**src/design/irq_mask_pkg.sv**
```systemverilog
// Package for the interrupt enable mask block: register map, bit layout, reset values.
// Assumes a plain address/strobe register port clocked by the core clock.
package irq_mask_pkg;
    localparam int ADDR_W = 4;
    localparam int DATA_W = 8;
    localparam int SRC_N = 8;
    // Register offsets
    localparam logic [3:0] MASK_OFFSET = 4'h0;
    localparam logic [3:0] STATUS_OFFSET = 4'h1;
    localparam logic [3:0] PENDING_OFFSET = 4'h2;
    // Mask bit positions
    localparam int TIMER_OVERFLOW_BIT = 0;
    localparam int INPUT_CHANGE_BIT = 1;
    localparam int EXTERNAL_PIN_BIT = 2;
    localparam int CONVERSION_BIT = 3;
    localparam int PULSE_CH1_BIT = 4;
    localparam int PULSE_CH2_BIT = 5;
    localparam int PULSE_CH3_BIT = 6;
    localparam int COMPARATOR_BIT = 7;
    // Status register bit positions
    localparam int STATUS_GLOBAL_BIT = 0;
    localparam int STATUS_REQUEST_BIT = 1;
    localparam int STATUS_WAKE_BIT = 2;
    // Reset values
    localparam logic [7:0] MASK_RESET = 8'h00;
    localparam logic [7:0] ZERO_BYTE = 8'h00;
    // Global enable state
    typedef enum logic [0:0] {
        GLOBAL_OFF = 1'b0,
        GLOBAL_ON = 1'b1
    } global_state_type;
endpackage

```
**src/design/mask_gate.sv**
```systemverilog
// Gates each source flag by its mask bit, and by the global enable on vector_out only.
// Assumes flags arrive on the core clock; purely combinational.
`timescale 1ns/1ps
module mask_gate #(
    parameter int SRC_N = 8
) (
    input wire logic [SRC_N-1:0] flag_in, // Raw source flags
    input wire logic [SRC_N-1:0] mask_in, // Per-source enable bits
    input wire logic global_in, // Global enable
    output logic [SRC_N-1:0] wake_out, // Flags passed by mask only
    output logic [SRC_N-1:0] vector_out // Flags passed by mask and global enable
);
    // Per-bit gating; wake ignores the global enable so sleep can resume at the next instruction
    genvar i;
    generate
        for (i = 0; i < SRC_N; i++)
        begin : g_bit
            assign wake_out[i] = flag_in[i] & mask_in[i];
            assign vector_out[i] = flag_in[i] & mask_in[i] & global_in;
        end
    endgenerate
endmodule // mask_gate

```
**src/design/global_enable.sv**
```systemverilog
// Global interrupt enable flip-flop, set and cleared by instruction strobes.
// Assumes one-cycle strobes from the instruction decoder on the core clock.
`timescale 1ns/1ps
module global_enable
    import irq_mask_pkg::*;
(
    input wire logic ref_clk_in, // Core clock
    input wire logic reset_in, // Synchronous reset, active high
    input wire logic enable_interrupts_instr_in, // Enable-interrupts strobe
    input wire logic disable_interrupts_instr_in, // Disable-interrupts strobe
    output logic global_out // Global enable level
);
    global_state_type state_q;
    global_state_type state_d;

    // Disable wins if both strobes coincide, the safer outcome
    always_comb
    begin
        state_d = state_q;
        case (state_q)
            GLOBAL_OFF:
            begin
                if (enable_interrupts_instr_in && !disable_interrupts_instr_in)
                    state_d = GLOBAL_ON;
            end
            GLOBAL_ON:
            begin
                if (disable_interrupts_instr_in)
                    state_d = GLOBAL_OFF;
            end
            default:
                state_d = GLOBAL_OFF;
        endcase
    end

    // Register the state
    always_ff @(posedge ref_clk_in)
    begin
        if (reset_in)
            state_q <= GLOBAL_OFF;
        else
            state_q <= state_d;
    end

    assign global_out = (state_q == GLOBAL_ON);
endmodule // global_enable

```
**src/design/interrupt_enable_mask.sv**
```systemverilog
// Interrupt enable mask: eight per-source enables, a global enable, and the gated request.
// Assumes flags and instruction strobes come from core logic on ref_clk_in; no synchroniser needed.
// How it works
// Mask register is read/write; reads return the last written byte in full.
// A source is enabled when its mask bit is 1, masked at 0.
// Global enable set by enable instruction, cleared by disable, separate from mask.
// Bit 7 gates the comparator change flag.
// Software sets comparator enable before relying on comparator interrupts or wake.
// Bit 6 gates pulse channel 3 flag.
// Bit 5 gates pulse channel 2 flag.
// Bit 4 gates pulse channel 1 flag.
// Bit 3 gates the converter-complete flag.
// Software sets converter enable before relying on its interrupt or wake.
// Bit 2 gates the external pin flag.
// Bit 1 gates the port input-change flag.
// Software sets input-change enable before relying on its interrupt or wake.
// Bit 0 gates the timer overflow flag.
// Vector request only with flag set, mask bit 1 and global enable set.
// All mask bits clear on reset.
//
// Local design decisions: the strobed register port and the register addresses.
`timescale 1ns/1ps
module interrupt_enable_mask
    import irq_mask_pkg::*;
(
    input wire logic ref_clk_in, // Core clock, 20 MHz
    input wire logic reset_in, // Synchronous reset, active high
    input wire logic [irq_mask_pkg::ADDR_W-1:0] reg_addr_in, // Register address
    input wire logic [irq_mask_pkg::DATA_W-1:0] reg_wdata_in, // Write data
    input wire logic reg_write_in, // Write strobe
    input wire logic reg_read_in, // Read strobe
    output logic [irq_mask_pkg::DATA_W-1:0] reg_rdata_out, // Read data, cycle after strobe
    input wire logic enable_interrupts_instr_in, // Enable-interrupts instruction strobe
    input wire logic disable_interrupts_instr_in, // Disable-interrupts instruction strobe
    input wire logic comparator_change_flag_in, // Comparator change flag
    input wire logic pulse_ch3_flag_in, // Pulse channel 3 flag
    input wire logic pulse_ch2_flag_in, // Pulse channel 2 flag
    input wire logic pulse_ch1_flag_in, // Pulse channel 1 flag
    input wire logic conversion_done_flag_in, // Converter complete flag
    input wire logic external_pin_flag_in, // External pin flag
    input wire logic input_change_flag_in, // Port input-change flag
    input wire logic timer_overflow_flag_in, // Timer overflow flag
    output logic [irq_mask_pkg::SRC_N-1:0] pending_out, // Enabled and pending sources
    output logic vector_request_out, // Request jump to the interrupt vector
    output logic wake_request_out, // Release core from sleep
    output logic global_enable_out // Global enable level
);
    logic [DATA_W-1:0] mask_q;
    logic [DATA_W-1:0] mask_d;
    logic [DATA_W-1:0] rdata_q;
    logic [DATA_W-1:0] rdata_d;
    logic [SRC_N-1:0] flags;
    logic [SRC_N-1:0] wake_bits;
    logic [SRC_N-1:0] vector_bits;
    logic global_en;

    // Address match, used by both the write and the read path
    function automatic logic hit(input logic [ADDR_W-1:0] addr, input logic [ADDR_W-1:0] offs);
        hit = (addr == offs);
    endfunction

    // Collect the flags into mask bit order
    always_comb
    begin
        flags = '0;
        flags[COMPARATOR_BIT] = comparator_change_flag_in;
        flags[PULSE_CH3_BIT] = pulse_ch3_flag_in;
        flags[PULSE_CH2_BIT] = pulse_ch2_flag_in;
        flags[PULSE_CH1_BIT] = pulse_ch1_flag_in;
        flags[CONVERSION_BIT] = conversion_done_flag_in;
        flags[EXTERNAL_PIN_BIT] = external_pin_flag_in;
        flags[INPUT_CHANGE_BIT] = input_change_flag_in;
        flags[TIMER_OVERFLOW_BIT] = timer_overflow_flag_in;
    end

    global_enable u_global (
        .ref_clk_in(ref_clk_in),
        .reset_in(reset_in),
        .enable_interrupts_instr_in(enable_interrupts_instr_in),
        .disable_interrupts_instr_in(disable_interrupts_instr_in),
        .global_out(global_en)
    );

    mask_gate #(
        .SRC_N(SRC_N)
    ) u_gate (
        .flag_in(flags),
        .mask_in(mask_q),
        .global_in(global_en),
        .wake_out(wake_bits),
        .vector_out(vector_bits)
    );

    // Mask write; all eight bits stored so a read returns them unchanged
    always_comb
    begin
        mask_d = mask_q;
        if (reg_write_in && hit(reg_addr_in, MASK_OFFSET))
            mask_d = reg_wdata_in;
    end

    // Read mux; unmapped addresses read as zero. Status reflects the global enable and requests
    always_comb
    begin
        rdata_d = ZERO_BYTE;
        if (reg_read_in)
        begin
            if (hit(reg_addr_in, MASK_OFFSET))
                rdata_d = mask_q;
            else if (hit(reg_addr_in, STATUS_OFFSET))
            begin
                rdata_d[STATUS_GLOBAL_BIT] = global_en;
                rdata_d[STATUS_REQUEST_BIT] = |vector_bits;
                rdata_d[STATUS_WAKE_BIT] = |wake_bits;
            end
            else if (hit(reg_addr_in, PENDING_OFFSET))
                rdata_d = wake_bits;
        end
    end

    // Registers; read data holds only the cycle after the strobe
    always_ff @(posedge ref_clk_in)
    begin
        if (reset_in)
        begin
            mask_q <= MASK_RESET;
            rdata_q <= ZERO_BYTE;
        end
        else
        begin
            mask_q <= mask_d;
            rdata_q <= rdata_d;
        end
    end

    // Request outputs are combinational so a flag reaches the core in its own cycle
    assign reg_rdata_out = rdata_q;
    assign pending_out = wake_bits;
    assign vector_request_out = |vector_bits;
    assign wake_request_out = |wake_bits;
    assign global_enable_out = global_en;
endmodule // interrupt_enable_mask

```
**config.mk**
```make
export PLATFORM = sky130hd
export DESIGN_NAME = interrupt_enable_mask
export DESIGN_NICKNAME = d
export VERILOG_FILES = /design/src/design/irq_mask_pkg.sv /design/src/design/mask_gate.sv /design/src/design/global_enable.sv /design/src/design/interrupt_enable_mask.sv
export SDC_FILE = /design/constraint.sdc
export NUM_CORES = 1
export LEC_CHECK = 0
export BUFFER_PORTS_ARGS = -buffer_cell sky130_fd_sc_hd__clkbuf_2
export CORE_MARGIN = 2
export CORE_UTILIZATION = 39
export CTS_BUF_LIST = sky130_fd_sc_hd__clkbuf_2 sky130_fd_sc_hd__clkbuf_4 sky130_fd_sc_hd__clkbuf_8
export CTS_CLUSTER_SIZE = 14
export DETAILED_ROUTE_END_ITERATION = 12
export PLACE_DENSITY = 0.78
export SKIP_LAST_GASP = 1
export SYNTH_ARGS = -nofsm -noshare
export SYNTH_HDL_FRONTEND = slang
export SYNTH_SLANG_ARGS = --single-unit
export TNS_END_PERCENT = 5
```
**constraint.sdc**
```tcl
create_clock -name ref_clk_in -period 1.1 [get_ports ref_clk_in]
set_input_delay 0 -clock ref_clk_in [delete_from_list [all_inputs] [get_ports ref_clk_in]]
set_output_delay 0 -clock ref_clk_in [all_outputs]
set_load 0.01 [all_outputs]
```
==> reports/metrics.csv <==
stage,metric,value,unit
sta,period_share,136.3,%
die,dieHeight,47.58,um
sta,worstMarginPinSlew,474.8,ps
grt,grt_pass1_vias,783,
die,core,1764,um2
grt,grt_pass1_wl,3284,um
worst_setup_path,start_kind,flip-flop,
worst_setup_path,end_kind,primary output,
route,firstDrtPassIters,4,
route,drt_wl_total,2179,um
logic_synthesis,synth-edff-count,0,
layout,multi_input_area,345.3,um2
logic_synthesis,netlist_instances,94,
sta,whs,12.50,ps
sta,hold_violations,0,
flow_run,drv_cap,0,
placement,place_ws,-229.8,ps
clock_tree,clock_path_buffers,2,
logic_synthesis,synthFlopType,dfxtp_1,
layout,area_growth,61.82,%
route,vias,889,
placement,hpwlAfterDp,1598,um
sta,rsz0062_at_grt,yes,
route,route.detailed.drc,0,
grt,grt_max_degree,12,
sta,fin_skew,1.586,ps
clock_tree,clk_latency,290,ps
logic_synthesis,synth_nets,120,
route,dr.max_layer_used,met4,
route,dr_wl_met2,1162,um
clock_tree,clk_pin_slew,110,ps
grt,grtUsageTotal,21.05,%
pwr,seqPwrFrac,54.8,%
worst_setup_path,cp_max_fo,3,
outcome,status,"complete, but fails checks",
worst_setup_path,path_class,flip-flop to primary output,
pwr,p_per_area,952.1,nW/um2
layout,fillers,152,
die,die_x,47.58,um
layout,drive_above_1_share,40.99,%
clock_tree,clock_sinks,17,
logic_synthesis,synth-async-reset-ratio,0,%
sta,finalSetupViolCount,4,
worst_setup_path,cp_top_family,compound AO/OA/AOI/OAI gates,
worst_hold_path,hp-class,input pin to flip-flop,
die,rows,15,
pwr,switching_share,25.65,%
pwr,ir_worst_vdd,0.6970,mV
die,initial_utilization,41.99,%
sta,post-route-min-period,1499,ps
sta,slew_viol_final,0,
pwr,internal-power,0.0008486,W
worst_setup_path,max_stage_delay,440,ps
pwr,leakage,0.5981,nW
clock_tree,cts_inserted_buffers,3,
route,via_per_inst,4.780,
route,first_iter_violations,31,
layout,seq_area,340.3,um2
die,ioPinCount,45,
logic_synthesis,synth-seq-cells,17,
clock_tree,post-cts-setup-buffers,0,
logic_synthesis,synth_area_per_cell,7.880,um2
sta,fin_ws,-399.4,ps
grt,gr-total-overflow,0,
clock_tree,tritoncts,done,
layout,diodes,0,
route,drt-met1-wl,883,um
sta,max_freq,666.9,MHz
die,die-area,2264,um2
worst_setup_path,crit_path_cell_trace,and2_4 -> a2111o_1 -> nor2_2 -> nor2b_1 -> clkbuf_2,
logic_synthesis,syn_area,740.7,um2
layout,fin_nets,188,
worst_setup_path,crit_buf_inv,1,
logic_synthesis,yosysWarnings,0,
worst_setup_path,required,1100,ps
worst_setup_path,critPathArrivalTime,1500,ps
outcome,violations,negative setup slack,
pwr,p_sw,0.0002927,W
sta,maxSlewHeadroom,67.53,%
placement,io_buffers,44,
route,dr_wl_met3,84,um
route,ant_nets,0,
clock_tree,cts_max_level,1,
clock_tree,cts_root_buf,clkbuf_4,
placement,gp_congestion,0.7931,
logic_synthesis,synthDistinctLibCells,22,
logic_synthesis,yosysSeqAreaShare,45.95,%
pwr,combPwrFrac,14.1,%
sta,tns,-1165,ps
pwr,clkPwrFrac,31.1,%
grt,antenna_found_initial,0,
route,wire_per_inst,11.72,um
worst_setup_path,cpMaxStageDelayCell,a2111o_1,
path summary, 6_finish.rpt:
check	slack, ps	cells after the start	start	end
setup / recovery	-400	5	mask_q[7]$_SDFFE_PP0P_	vector_request_out
hold / removal	10	3	pulse_ch1_flag_in	reg_rdata_out[4]$_SDFF_PP0_
setup reg to reg	-210	4	mask_q[1]$_SDFFE_PP0P_	reg_rdata_out[1]$_SDFF_PP0_
hold reg to reg	490	2	mask_q[5]$_SDFFE_PP0P_	mask_q[5]$_SDFFE_PP0P_
worst reg2reg max path, delay by kind of cell (launching register included):
kind,cells,cell delay [ps]
compound gates,2,710
simple gates,2,150
flops,1,350
power groups by stage:
stage / clock (W) / sequential, W / combinational, W
final: 0.000355 / 0.000625 / 0.000161
after global routing: 0.000374 / 0.000626 / 0.000174
after CTS: 0.000352 / 0.000625 / 0.000157
after detailed placement: 0 / 0.000639 / 0.000128
after global placement: 0 / 0.000639 / 0.000126
after floorplan: 0 / 0.000640 / 0.0000516
area by class of cell:
cell class / count / area share, %
clock buffers: 3 / 1.879
clock inverters: 1 / 0.6263
inverters: 9 / 2.818
multi-input cells: 64 / 28.81
flip-flops and latches: 17 / 28.39
well taps: 25 / 2.610
repair buffers: 67 / 34.86
synth_stat cells, types with 2 or more instances:
cell type / count / share of area (%)
o21ai_0: 6 / 4.1
dfxtp_1: 17 / 46
nand2_1: 22 / 11
nor3_1: 7 / 4.7
nor2_1: 4 / 2.0
and2_1: 4 / 3.4
a21oi_1: 10 / 6.8
buf_6: 2 / 3.0
inv_1: 9 / 4.6
kinds of logic after synthesis:
logic type | Yosys count | share of synthesized area [%]
AND/OR/NAND/NOR | 42 | 26.52
AO/OA/AOI/OAI | 22 | 18.75
flip-flops | 17 | 45.95
buffers and inverters | 13 | 8.782
registers in the layout (all words and copies together) (netlist names):
signal,cells
reg_rdata_out,8
mask_q,8
u_global.global_out,1
cell usage in the layout, fill, tap and decap left out, drive strengths merged:
cell / n
a2111o: 1
a2111oi: 2
a21oi: 10
a32oi: 1
and2: 4
buf: 13
clkbuf: 47
clkinvlp: 1
dfxtp: 17
dlygate4sd3: 10
inv: 9
nand2: 22
nand2b: 1
nand4: 1
nor2: 4
nor2b: 1
nor3: 7
nor4: 1
o211ai: 1
o21a: 1
o21ai: 6
or4b: 1
metrics by stage:
stage	instance area, um2	util, %	power [W]	std cells
after floorplan	748.2	-	0.0006914	94
after global placement	1066	60.43	0.0007651	172
after detailed placement	1066	60.43	0.0007675	172
after CTS	1199	67.94	0.001134	186
after global routing	1199	67.94	0.001175	186
final	1199	67.94	0.001141	186
per-layer routing:
layer / up-vias / GRT usage (%)
li1: 452 / -
met1: 400 / 24.03
met2: 29 / 37.57
met3: 8 / 4.528
met4: 0 / 9.189
met5: - / 0
timing repair:
item	4_1_cts	5_1_grt
resized for setup	1	0
hold endpoints to repair	9	0
cloned	0	0
hold buffers	10	0
endpoints found under the setup margin	4	4
Note: power is estimated with default switching activity, not from simulation.
